--- config.mk ---
export PLATFORM = sky130hd
export DESIGN_NAME = mcr_regs
export DESIGN_NICKNAME = d
export VERILOG_FILES = /design/src/mcr_pkg.sv /design/src/mcr_regs.sv
export SDC_FILE = /design/constraint.sdc
export NUM_CORES = 1
export LEC_CHECK = 0
export ABC_AREA = 1
export BUFFER_PORTS_ARGS = -buffer_cell sky130_fd_sc_hd__buf_2
export CORE_ASPECT_RATIO = 1.25
export CORE_UTILIZATION = 60
export DETAILED_ROUTE_END_ITERATION = 16
export GPL_TIMING_DRIVEN = 0
export PLACE_DENSITY = 0.83
export SLEW_MARGIN = 20
export SYNTH_ARGS = -nofsm -noshare
export SYNTH_HDL_FRONTEND = slang
export SYNTH_SLANG_ARGS = --single-unit
--- constraint.sdc ---
create_clock -name clk_i -period 3.9 [get_ports clk_i]
set_clock_uncertainty 0.15 [all_clocks]
set_input_delay 0.78 -clock clk_i [delete_from_list [all_inputs] [get_ports clk_i]]
set_output_delay 0.78 -clock clk_i [all_outputs]
set_load 0.01 [all_outputs]
--- src/mcr_pkg.sv ---
/*
  Package of the monitor configuration register bank: offsets,
  field positions, reset values and temperature mode codes.
  Assumes an 8-bit register port behind a two-wire bus front end.
*/
`default_nettype none
package mcr_pkg;
  // Register offsets
  localparam logic [7:0] OFS_TEST     = 8'h15;  // Manufacturer test
  localparam logic [7:0] OFS_HOT_LIM  = 8'h39;  // Hot temperature limit
  localparam logic [7:0] OFS_HYST_LIM = 8'h3A;  // Hysteresis limit
  localparam logic [7:0] OFS_STATUS1  = 8'h41;  // First interrupt status
  localparam logic [7:0] OFS_VID_DIV  = 8'h47;  // Voltage id and divisors
  localparam logic [7:0] OFS_BUS_ADDR = 8'h48;  // Bus address
  localparam logic [7:0] OFS_VID_B4   = 8'h49;  // Fifth id bit
  localparam logic [7:0] OFS_TEMP_CFG = 8'h4B;  // Temperature config

  // Field positions
  localparam int POS_FIRST_FAN_TACH_DIV = 4;  // Divisor of the first fan
  localparam int POS_SECOND_FAN_TACH_DIV = 6;  // Divisor of the second fan
  localparam int POS_TEMP_ERR = 4;  // Temperature flag in status
  localparam int POS_TEMP_LSB = 7;  // Ninth temperature bit

  // Reset values
  localparam logic [7:0] RST_TEST     = 8'h00;
  localparam logic [7:0] RST_HOT_LIM  = 8'h7F;
  localparam logic [7:0] RST_HYST_LIM = 8'h00;
  localparam logic [3:0] RST_DIVS     = 4'h0;
  localparam logic [5:0] ADDR_PREFIX  = 6'b001011;
  localparam logic [6:0] RST_VID_B4   = 7'b1000000;
  localparam logic [7:0] RST_TEMP_CFG = 8'h01;

  // Temperature interrupt modes
  typedef enum logic [1:0] {
    MCR_MODE_DEF0 = 2'b00,  // Default mode
    MCR_MODE_ONCE = 2'b01,  // One-time mode
    MCR_MODE_CMP  = 2'b10,  // Comparator mode
    MCR_MODE_DEF1 = 2'b11   // Default mode again
  } mcr_mode_t;

  // One-time mode progress
  typedef enum logic [0:0] {
    MCR_WAIT_HOT  = 1'b0,  // Waiting to exceed hot limit
    MCR_WAIT_COOL = 1'b1   // Waiting to fall under hysteresis
  } mcr_once_t;
endpackage
`default_nettype wire

--- src/mcr_regs.sv ---
/*
  Configuration and status registers of a hardware monitor.
  Assumes a two-wire bus front end that gives one-cycle read and
  write strobes, and a converter that pulses conv_done_i with a
  fresh nine-bit temperature.
*/
// Overview of operation
// RULE_01: Id bits 3:0 read voltage id inputs
// RULE_02: Bits 5:4 set first fan divisor
// RULE_03: Bits 7:6 set second fan divisor
// RULE_04: Address loads 001011 plus both straps
// RULE_05: Fifth id bit, reserved bits reset 1000000
// RULE_06: Equal mode bits: flag above hot limit
// RULE_07: Default mode repeats until below hysteresis
// RULE_08: Mode 01 flags once above hot
// RULE_09: Then flags once below hysteresis
// RULE_10: Read clears flag, conversion may not reset
// RULE_11: Mode 10 alert follows hot compare
// RULE_12: Config bit 7 is ninth temperature bit
// RULE_13: Status bit 4 is the temperature flag
// RULE_14: Status read clears its conditions
// RULE_15: Hot and hysteresis limits at 39h, 3Ah
// RULE_16: Host leaves test register alone
// RULE_17: Limits checked once per conversion
`timescale 1ns/100ps
`default_nettype none
module mcr_regs #(
  parameter int TEMP_W = 9  // Temperature width, ninth bit is the lsb
) (
  input  wire logic       clk_i,                // 200 MHz clock
  input  wire logic       rst_i,                // Async reset, high
  input  wire logic [7:0] reg_addr_i,           // Register offset
  input  wire logic [7:0] reg_wdata_i,          // Write data
  input  wire logic       reg_wr_i,             // Write strobe
  input  wire logic       reg_rd_i,             // Read strobe
  input  wire logic [3:0] voltage_id_inputs_i,  // Low id levels
  input  wire logic       voltage_id_bit4_i,    // Fifth id level
  input  wire logic       addr_strap_high_i,    // Address strap high
  input  wire logic       addr_strap_low_i,     // Address strap low
  input  wire logic [8:0] temp_reading_i,       // Signed half degrees
  input  wire logic       conv_done_i,          // Conversion finished
  output logic      [7:0] reg_rdata_o,          // Read data
  output logic      [1:0] first_fan_div_o,      // First fan divisor
  output logic      [1:0] second_fan_div_o,     // Second fan divisor
  output logic      [7:0] bus_address_o,        // Two-wire address
  output logic            hot_temp_alert_o      // Temperature alert
);

  // Width check
  if (TEMP_W != 9) begin : g_bad_width
    $error("mcr_regs serves a nine-bit temperature only");
  end

  // Stored registers
  logic [7:0] test_ff;       // Manufacturer test
  logic [7:0] hot_lim_ff;    // Hot limit
  logic [7:0] hyst_lim_ff;   // Hysteresis limit
  logic [3:0] divs_ff;       // Both fan divisors
  logic [7:0] addr_ff;       // Bus address
  logic       strap_done_ff; // Straps taken
  logic [6:0] vid_rsv_ff;    // Reserved bits of fifth id register
  logic [6:0] cfg_ff;        // Config bits 6:0
  logic       temp_err_ff;   // Temperature flag
  logic       armed_ff;      // Default mode still hot
  mcr_pkg::mcr_once_t once_ff;  // One-time progress
  logic [8:0] temp_ff;       // Last temperature

  // Decoded strobes
  logic       wr_test;
  logic       wr_hot;
  logic       wr_hyst;
  logic       wr_div;
  logic       wr_addr;
  logic       wr_b4;
  logic       wr_cfg;
  logic       rd_status;
  assign wr_test   = reg_wr_i && reg_addr_i == mcr_pkg::OFS_TEST;
  assign wr_hot    = reg_wr_i && reg_addr_i == mcr_pkg::OFS_HOT_LIM;
  assign wr_hyst   = reg_wr_i && reg_addr_i == mcr_pkg::OFS_HYST_LIM;
  assign wr_div    = reg_wr_i && reg_addr_i == mcr_pkg::OFS_VID_DIV;
  assign wr_addr   = reg_wr_i && reg_addr_i == mcr_pkg::OFS_BUS_ADDR;
  assign wr_b4     = reg_wr_i && reg_addr_i == mcr_pkg::OFS_VID_B4;
  assign wr_cfg    = reg_wr_i && reg_addr_i == mcr_pkg::OFS_TEMP_CFG;
  assign rd_status = reg_rd_i && reg_addr_i == mcr_pkg::OFS_STATUS1;

  // Signed compares on the eight upper temperature bits
  logic       above_hot;
  logic       below_hyst;
  mcr_pkg::mcr_mode_t mode;
  assign above_hot  = $signed(temp_reading_i[8:1]) > $signed(hot_lim_ff);
  assign below_hyst = $signed(temp_reading_i[8:1]) < $signed(hyst_lim_ff);
  assign mode       = mcr_pkg::mcr_mode_t'(cfg_ff[1:0]);

  // Test register, plain storage
  always_ff @(posedge clk_i or posedge rst_i) begin
    if (rst_i) begin
      test_ff <= mcr_pkg::RST_TEST;
    end else if (wr_test) begin
      test_ff <= reg_wdata_i;
    end
  end

  // RULE_15: limit registers
  always_ff @(posedge clk_i or posedge rst_i) begin
    if (rst_i) begin
      hot_lim_ff  <= mcr_pkg::RST_HOT_LIM;
      hyst_lim_ff <= mcr_pkg::RST_HYST_LIM;
    end else begin
      if (wr_hot) begin
        hot_lim_ff <= reg_wdata_i;
      end
      if (wr_hyst) begin
        hyst_lim_ff <= reg_wdata_i;
      end
    end
  end

  // RULE_02: fan divisors, RULE_03 alike
  always_ff @(posedge clk_i or posedge rst_i) begin
    if (rst_i) begin
      divs_ff <= mcr_pkg::RST_DIVS;
    end else if (wr_div) begin
      divs_ff <= reg_wdata_i[7:4];
    end
  end

  // RULE_04: straps taken once after release
  always_ff @(posedge clk_i or posedge rst_i) begin
    if (rst_i) begin
      addr_ff       <= {mcr_pkg::ADDR_PREFIX, 2'b00};
      strap_done_ff <= 1'b0;
    end else if (!strap_done_ff) begin
      addr_ff       <= {mcr_pkg::ADDR_PREFIX, addr_strap_high_i,
                        addr_strap_low_i};
      strap_done_ff <= 1'b1;
    end else if (wr_addr) begin
      addr_ff <= reg_wdata_i;
    end
  end

  // RULE_05: reserved bits of fifth id register
  always_ff @(posedge clk_i or posedge rst_i) begin
    if (rst_i) begin
      vid_rsv_ff <= mcr_pkg::RST_VID_B4;
    end else if (wr_b4) begin
      vid_rsv_ff <= reg_wdata_i[7:1];
    end
  end

  // Config mode and reserved bits
  always_ff @(posedge clk_i or posedge rst_i) begin
    if (rst_i) begin
      cfg_ff <= mcr_pkg::RST_TEMP_CFG[6:0];
    end else if (wr_cfg) begin
      cfg_ff <= reg_wdata_i[6:0];
    end
  end

  // RULE_12: latest temperature kept for bit 7
  always_ff @(posedge clk_i or posedge rst_i) begin
    if (rst_i) begin
      temp_ff <= 9'h000;
    end else if (conv_done_i) begin
      temp_ff <= temp_reading_i;
    end
  end

  // RULE_07: default mode hot tracking
  always_ff @(posedge clk_i or posedge rst_i) begin
    if (rst_i) begin
      armed_ff <= 1'b0;
    end else if (conv_done_i) begin
      if (above_hot) begin
        armed_ff <= 1'b1;
      end else if (below_hyst) begin
        armed_ff <= 1'b0;
      end
    end
  end

  // RULE_09: one-time progress
  always_ff @(posedge clk_i or posedge rst_i) begin
    if (rst_i) begin
      once_ff <= mcr_pkg::MCR_WAIT_HOT;
    end else if (conv_done_i && mode == mcr_pkg::MCR_MODE_ONCE) begin
      unique case (once_ff)
        mcr_pkg::MCR_WAIT_HOT: begin
          if (above_hot) begin
            once_ff <= mcr_pkg::MCR_WAIT_COOL;
          end
        end
        mcr_pkg::MCR_WAIT_COOL: begin
          if (below_hyst) begin
            once_ff <= mcr_pkg::MCR_WAIT_HOT;
          end
        end
      endcase
    end
  end

  // RULE_17: flag set condition per conversion
  logic set_err;
  logic cmp_clear;
  always_comb begin
    set_err   = 1'b0;
    cmp_clear = 1'b0;
    if (conv_done_i) begin
      unique case (mode)
        // RULE_06: default mode sets while hot
        mcr_pkg::MCR_MODE_DEF0,
        mcr_pkg::MCR_MODE_DEF1: begin
          set_err = above_hot || (armed_ff && !below_hyst);
        end
        // RULE_08: one-time crossings
        mcr_pkg::MCR_MODE_ONCE: begin
          set_err = (once_ff == mcr_pkg::MCR_WAIT_HOT) ? above_hot
                                                       : below_hyst;
        end
        // RULE_11: comparator follows hot compare
        mcr_pkg::MCR_MODE_CMP: begin
          set_err   = above_hot;
          cmp_clear = !above_hot;
        end
      endcase
    end
  end

  // RULE_13: status flag, set wins over read clear
  always_ff @(posedge clk_i or posedge rst_i) begin
    if (rst_i) begin
      temp_err_ff <= 1'b0;
    end else if (set_err) begin
      temp_err_ff <= 1'b1;
    end else if (rd_status || cmp_clear) begin
      // RULE_14: read clears, RULE_10 too
      temp_err_ff <= 1'b0;
    end
  end

  // Read mux, registered
  logic [7:0] nxt_rdata;
  always_comb begin
    nxt_rdata = 8'h00;
    unique case (reg_addr_i)
      mcr_pkg::OFS_TEST:     nxt_rdata = test_ff;
      mcr_pkg::OFS_HOT_LIM:  nxt_rdata = hot_lim_ff;
      mcr_pkg::OFS_HYST_LIM: nxt_rdata = hyst_lim_ff;
      mcr_pkg::OFS_STATUS1:  nxt_rdata[mcr_pkg::POS_TEMP_ERR] = temp_err_ff;
      // RULE_01: live id levels
      mcr_pkg::OFS_VID_DIV:  nxt_rdata = {divs_ff, voltage_id_inputs_i};
      mcr_pkg::OFS_BUS_ADDR: nxt_rdata = addr_ff;
      mcr_pkg::OFS_VID_B4:   nxt_rdata = {vid_rsv_ff, voltage_id_bit4_i};
      mcr_pkg::OFS_TEMP_CFG: nxt_rdata = {temp_ff[0], cfg_ff};
      default:               nxt_rdata = 8'h00;
    endcase
  end

  always_ff @(posedge clk_i or posedge rst_i) begin
    if (rst_i) begin
      reg_rdata_o <= 8'h00;
    end else if (reg_rd_i) begin
      reg_rdata_o <= nxt_rdata;
    end
  end

  // Outputs from flip-flops
  always_ff @(posedge clk_i or posedge rst_i) begin
    if (rst_i) begin
      first_fan_div_o  <= 2'b00;
      second_fan_div_o <= 2'b00;
      bus_address_o    <= {mcr_pkg::ADDR_PREFIX, 2'b00};
      hot_temp_alert_o <= 1'b0;
    end else begin
      first_fan_div_o  <= divs_ff[mcr_pkg::POS_FIRST_FAN_TACH_DIV-4 +: 2];
      second_fan_div_o <= divs_ff[mcr_pkg::POS_SECOND_FAN_TACH_DIV-4 +: 2];
      bus_address_o    <= addr_ff;
      hot_temp_alert_o <= temp_err_ff;
    end
  end

endmodule
`default_nettype wire

==> qor.yml, run 1 <==
postSynthNetCount: 490
worst_ir_drop_vdd_v: 0.0003302
drcViolationCount: 0
grt_pass1_wl_um: 14130
synth_area_leaders: "dfrtp_1 (40%), nand2_1 (11%), dfstp_2 (10%)"
routabilityCongestion: 0.9023
portBuffers: 56
achievable-frequency_ghz: 0.4670
numClockSinks: 76
cts_root_buf: "clkbuf_8"
final_design_area_no_fill_mm2: 0.004443
hold_path.class: "register to register"
number_of_i_o_pins: 58
synth_cell_type_count: 38
arrival_ps: 2230
final_cell_count_no_fill: 594
setup_viol: 0
p_per_area_mw_per_mm2: 362.6
fp.dieArea_mm2: 0.006734
timing.critical_path.from_type: "register"
static_leakage_nw: 2.401
die_w_um: 73.60
setup_tns_ps: 0
clkSlewWorstSetupHoldPaths_ps: 70
startpoint_of_the_most_critical_register_to_register_path: "hot_lim_ff[5]$_DFFE_PP1P_"
synth.cell_area_mm2: 0.003845
time_the_final_worst_path_needs_with_i_o_delays_and_setup_ps: 2141
num_vias: 3213
synthTopCellsByCount: "nand2_1 (115), dfrtp_1 (61), inv_1 (57)"
start_point_of_the_critical_path: "hot_lim_ff[5]$_DFFE_PP1P_"
global_route.overflow_total: 0
cts_hold_repair.buffers: 0
regToRegSetupSlack_ps: 1760
route.detailed.wl_per_inst_um: 14.58
run_status: "complete, no violations"
vias_per_cell: 5.409
detail_placement_hpwl_um: 6797
rr_endpoint: "temp_err_ff$_DFFE_PP0P_"
starting_density_pct: 62.36
worstSetupEndpointType: "register"
timing.critical_path.required_ps: 3980
design_power_total_w: 0.001611
rsz0062_at_grt: "false"
placeableCoreArea_mm2: 0.006166
die_y_um: 91.50
drt_iter0_drc: 274
wl_um: 8663
critical_path_peak_fanout: 3
cts_inserted_buffers: 9
layout-area-overhead-vs-synth_pct: 15.55
synth.ff_latch_count: 76
finalHoldViolations: 0
reg2regPathDepth: 12
yosys.area.top_type: "dfrtp_1"
synthesis.instances: 436
timing.final.crit_share_pct: 54.90
synthMostInstantiatedCell: "nand2_1"
drv_cap: 0
post_cts_buffers: 0
postSynthAreaPerCell_um2: 8.819
num-nets-final: 558
postPlaceCellArea_mm2: 0.004262
synthDominantCellAreaShare_pct: 39.70
std_cell_rows: 32
maximum_number_of_pins_on_one_net_before_global_route_repair: 53
maxSlewViolCount: 0
sequential_element_share_of_the_synthesized_area_pct: 49.95
synth-warning-count: 0
insertion_delay_ps: 340
cts-root-to-sink-buffers: 2
cts_resized: 0
tritoncts: "built"
critPathKind: "register to register"
drive_above_1_share_pct: 25.54
final_antenna_net_count: 0
setup.worst_path.end: "temp_err_ff$_DFFE_PP0P_"
number_of_antenna_violations_at_the_first_check_in_global_routing: 0
timing.hold.ws_ps: 220.3
first_global_vias: 3089
synth-edff-count: 0
grt_use_total_pct: 28.51
numPlacedInstances: 578
cts_max_level: 3
antenna_cells_inserted: 0
synth_async_sr_flop_share_pct: 100.0
drtPass1Iterations: 5
ys_dominant_reg_cell: "dfrtp_1"
[logic make-up after synthesis]
| kind of cell | Yosys count | share of synthesized area [%] |
|---|---|---|
| AO/OA/AOI/OAI | 88 | 13.60 |
| adder cells (fa/ha/maj) | 17 | 5.532 |
| buffers and inverters | 75 | 8.200 |
| flip-flops | 76 | 49.95 |
| other | 1 | 0.09753 |
| AND/OR/NAND/NOR | 179 | 22.62 |
[through the flow]
stage / setup WS [ps] / utilization (%)
after global placement: 300.8 / 68.63
after detailed placement: 1435 / 69.12
after global routing: 1553 / 72.06
final: 1759 / 72.06
after CTS: 1771 / 72.06
after floorplan: 1057 / -
[worst min-delay path by stage]
stage | from | end | slack (ps) | cells after the start
finish | addr_ff[5]$_DFFE_PP1P_ | bus_address_o[5]$_DFF_PP1_ | 220 | 0
CTS | addr_ff[5]$_DFFE_PP1P_ | bus_address_o[5]$_DFF_PP1_ | 220 | 0
global placement | addr_ff[5]$_DFFE_PP1P_ | bus_address_o[5]$_DFF_PP1_ | 210 | 0
detailed placement | addr_ff[5]$_DFFE_PP1P_ | bus_address_o[5]$_DFF_PP1_ | 210 | 0
floorplan | addr_ff[4]$_DFFE_PP0P_ | bus_address_o[4]$_DFF_PP0_ | 200 | 0
global route | addr_ff[5]$_DFFE_PP1P_ | bus_address_o[5]$_DFF_PP1_ | 220 | 0
[flip-flops by register name, summed over array words and instances, names as in the netlist, 2 cells and up]
| signal | count |
|---|---|
| divs_ff | 4 |
| hyst_lim_ff | 8 |
| bus_address_o | 8 |
| reg_rdata_o | 8 |
| vid_rsv_ff | 7 |
| hot_lim_ff | 8 |
| cfg_ff | 7 |
| first_fan_div_o | 2 |
| test_ff | 8 |
| addr_ff | 8 |
| second_fan_div_o | 2 |
[where the power goes]
part | switching [W] | leakage [nW] | internal (W)
clock network | 0.000262 | 0.0937 | 0.000283
registers | 0.0000203 | 0.898 | 0.000838
logic | 0.000135 | 1.41 | 0.0000730
[worst max-delay path, stage by stage (launching register included)]
cell and delay, ps:
dfstp_2 520, inv_1 70, ha_1 300, a21oi_1 170
nor2_1 60, nor2_1 150, nand3_1 160, nand2_1 100
nor2_1 50, nor2_1 120, a21boi_1 80, nand2_1 60
nand2_1 50
[routing by layer]
| layer | vias up | wire [µm] | global-route usage, % |
|---|---|---|---|
| met4 | 0 | 159 | 10.42 |
| met1 | 1528 | 3508 | 33.81 |
| met3 | 18 | 436 | 5.993 |
| li1 | 1564 | - | - |
| met5 | - | 0 | 0 |
| met2 | 103 | 4559 | 49.85 |
[final cells by class]
type | instances | area [µm²]
tap | 85 | 106.4
clock buffer | 15 | 176.4
buffer | 7 | 58.81
multi-input combinational | 285 | 1609
clock inverter | 1 | 5.005
sequential | 76 | 1921
inverter | 68 | 259.0
fill | 492 | 1723
timing repair buffer | 57 | 307.8
[cells in the final DEF, fill, tap and decap left out, types with 3 or more instances in the layout]
cell type	n
o21ai_0	30
buf_6	3
nor2_1	18
ha_1	17
nand4_1	6
nand2_4	3
nand3_1	19
dfrtp_1	61
a21oi_1	9
dfstp_2	15
o21ai_1	17
nand2_1	115
nand2_2	5
clkbuf_1	3
o22ai_1	12
inv_2	9
o31ai_1	5
inv_1	56
nand3_2	3
buf_2	58
o21ai_2	4
nor2_4	4
clkbuf_8	12
Power figures use the tool's default switching activity.
==> inputs of run 2 (changes only) <==
CORE_UTILIZATION = 51   (was 60)
PLACE_DENSITY = 0.76   (was 0.83)
clock period = 1.9 ns   (was 3.9 ns; I/O delays follow)
==> qor.yml, run 2 (synthesized netlist as in run 1, its figures left out) <==
fp.dieArea_mm2: 0.007892  # +17%
num_vias: 3259  # +1.4%
timing.final.crit_share_pct: 103.2  # +48 points
static_leakage_nw: 2.405  # +0.20%
route.detailed.wl_per_inst_um: 15.12  # +3.7%
finalHoldViolations: 0  # unchanged
vias_per_cell: 5.378  # -0.58%
clockPowerShare_pct: 30.8  # -3.1 points
holdPathStages: 3  # +3
hold_path.class: "primary input to register"
number_of_antenna_violations_at_the_first_check_in_global_routing: 0  # unchanged
maximum_number_of_pins_on_one_net_before_global_route_repair: 33  # -38%
die_y_um: 99.08  # +8.3%
cts_root_buf: "clkbuf_8"
regToRegSetupSlack_ps: -60  # -1820 ps
timing.critical_path.required_ps: 1990  # -1990 ps
layout.cells.most_common_list: "nand2_1 (111), dfrtp_1 (61), buf_2 (58)"
grt_use_total_pct: 25.01  # -3.5 points
cts_max_level: 3  # unchanged
std_cell_rows: 35  # +9.4%
worst_hold_startpoint: "temp_reading_i[0]"
p_per_area_mw_per_mm2: 715.2  # +97%
drive_above_1_share_pct: 30.93  # +5.4 points
num-nets-final: 563  # +0.90%
net_sw_share_pct: 27.68  # +1.8 points
die_w_um: 79.66  # +8.2%
clkSlewWorstSetupHoldPaths_ps: 80  # about the same
worst_ir_drop_vdd_v: 0.0005063  # +53%
slowest_cell_on_the_critical_path: "dfstp_2"
maxSlewViolCount: 0  # unchanged
global_route.overflow_total: 0  # unchanged
run_status: "finished with violations"
cts_inserted_buffers: 9  # unchanged
final_common_cell: "nand2_1"
internal_power_w: 0.002387  # +100%
comb_power_share_pct: 15.5  # +2.6 points
cts-root-to-sink-buffers: 2  # unchanged
first_global_vias: 3140  # +1.7%
critPathMaxStageDelay_ps: 530  # about the same
design_power_total_w: 0.003301  # +100%
starting_density_pct: 52.26  # -10 points
crit_chain: "inv_2 -> ha_4 -> nand2_4 -> nor2_4 -> nand4_1 -> nand2_1 -> nor2_1 -> nor2_1 -> a21boi_1 -> nand2_1 -> nand2_1"
portBuffers: 56  # unchanged
total_switching_power_w: 0.0009139  # +120%
layout-area-overhead-vs-synth_pct: 20.05
drtPass1Iterations: 5  # unchanged
routabilityCongestion: 0.8696  # -3.6%
achievable-frequency_ghz: 0.5102  # +9.2%
time_the_final_worst_path_needs_with_i_o_delays_and_setup_ps: 1960  # -181.2 ps
detail_placement_hpwl_um: 7001  # +3.0%
timing_worst_slew_pin_value_ps: 548.6
placeableCoreArea_mm2: 0.007357  # +19%
startpoint_of_the_most_critical_register_to_register_path: "hot_lim_ff[6]$_DFFE_PP1P_"
drt_iter0_drc: 171  # -38%
final_antenna_net_count: 0  # unchanged
wl_um: 9162  # +5.8%
rsz0062_at_grt: "true"
critical_path_peak_fanout: 3  # unchanged
numClockSinks: 76  # unchanged
drv_cap: 0  # unchanged
postLayoutCoreUtil_pct: 62.74  # -9.3 points
reg2regPathDepth: 11  # -1
worst_hold_path.endpoint: "temp_ff[0]$_DFFE_PP0P_"
rr_endpoint: "temp_err_ff$_DFFE_PP0P_"
arrival_ps: 2050  # -180 ps
critPathKind: "register to register"
insertion_delay_ps: 350  # about the same
seq_power_share_pct: 53.6  # +0.4 points
grt_pass1_wl_um: 14900  # +5.5%
tritoncts: "built"
postLayoutSetupSlackWorst_ps: -60.10  # -1819 ps
timing.slew.headroom_pct: 63.35
drcViolationCount: 0  # unchanged
number_of_i_o_pins: 58  # unchanged
critPathMostFrequentCell: "nand2_1"
failed_checks: "negative setup slack"
antenna_cells_inserted: 0  # unchanged
setup_viol: 2  # +2
worstSetupEndpointType: "register"
timing.critical_path.from_type: "register"
run 2: cell types whose count changed in the layout (fill, tap and decap cells not counted), moves of 3 or more:
| cell | change |
|---|---|
| inv_1 | -9 |
| inv_2 | +9 |
| ha_1 | -6 |
| ha_4 | +6 |
| nand2_1 | -4 |
| buf_4 | +3 |
| clkbuf_8 | -3 |
| nand2_2 | +3 |
run 2: final cells by class:
type | count | area (µm²)
clock inverters | 3 | 15.01
flip-flops and latches | 76 | 1921
well taps | 92 | 115.1
fillers | 617 | 2741
repair buffers | 62 | 360.3
multi-input cells | 285 | 1747
plain buffers | 7 | 58.81
clock buffers | 13 | 138.9
inverters | 68 | 260.3
run 2: what timing repair did:
action / in CTS / in global routing
hold buffers: 1 / 0
endpoints found under the setup margin: 3 / 3
pin swaps: 12 / 4
endpoints found under the hold margin: 17 / 0
resized for setup: 21 / 10
buffers inserted: 2 / 1
run 2: metal layers:
layer	vias to the layer above	GRT usage (%)	routed length (µm)	share of wire [%]
met1	1581	30.64	3694	40
met2	98	44.58	4943	54
met3	13	2.593	392	4.3
met4	0	9.650	132	1.4
li1	1567	-	-	-
met5	-	0	0	0
run 2: worst max-delay path by stage:
stage                         startpoint  slack [ps]                 endpoint
3_3_place_gp   hot_lim_ff[3]$_DFFE_PP1P_        -120  temp_err_ff$_DFFE_PP0P_
3_5_place_dp   hot_lim_ff[3]$_DFFE_PP1P_        -160  temp_err_ff$_DFFE_PP0P_
6_report       hot_lim_ff[6]$_DFFE_PP1P_         -60  temp_err_ff$_DFFE_PP0P_
4_1_cts        hot_lim_ff[4]$_DFFE_PP1P_         -30  temp_err_ff$_DFFE_PP0P_
2_1_floorplan  hot_lim_ff[5]$_DFFE_PP1P_        0.01  temp_err_ff$_DFFE_PP0P_
5_1_grt        hot_lim_ff[5]$_DFFE_PP1P_        -160      once_ff$_DFFE_PP0P_
run 2: worst max-delay path, delay by kind of cell (launching register included):
family          cells  cell delay, ps
buf+inv             1              60
compound gates      1              80
simple gates        8             790
flops               1             530
fa+ha+maj           1             270
run 2: through the flow:
| stage | TNS (ps) | hold WS, ps | instances | area [µm²] | worst slack (ps) |
|---|---|---|---|---|---|
| after global routing | -327.2 | 129.6 | 606 | 4616 | -160.4 |
| after CTS | -28.56 | 91.00 | 605 | 4571 | -28.56 |
| after global placement | -134.7 | 209.6 | 584 | 4244 | -117.3 |
| after floorplan | 0 | 203.7 | 436 | 3849 | 0.01310 |
| after detailed placement | -258.7 | 207.9 | 586 | 4292 | -161.7 |
| final | -96.34 | 89.55 | 606 | 4616 | -60.10 |
run 2: power groups by stage:
| stage | Sequential, W | Clock [W] | Combinational [W] |
|---|---|---|---|
| floorplan | 0.00179 | 0 | 0.000270 |
| global placement | 0.00179 | 0 | 0.000401 |
| detailed placement | 0.00179 | 0 | 0.000430 |
| CTS | 0.00176 | 0.00103 | 0.000476 |
| global route | 0.00178 | 0.00110 | 0.000577 |
| finish | 0.00177 | 0.00102 | 0.000513 |
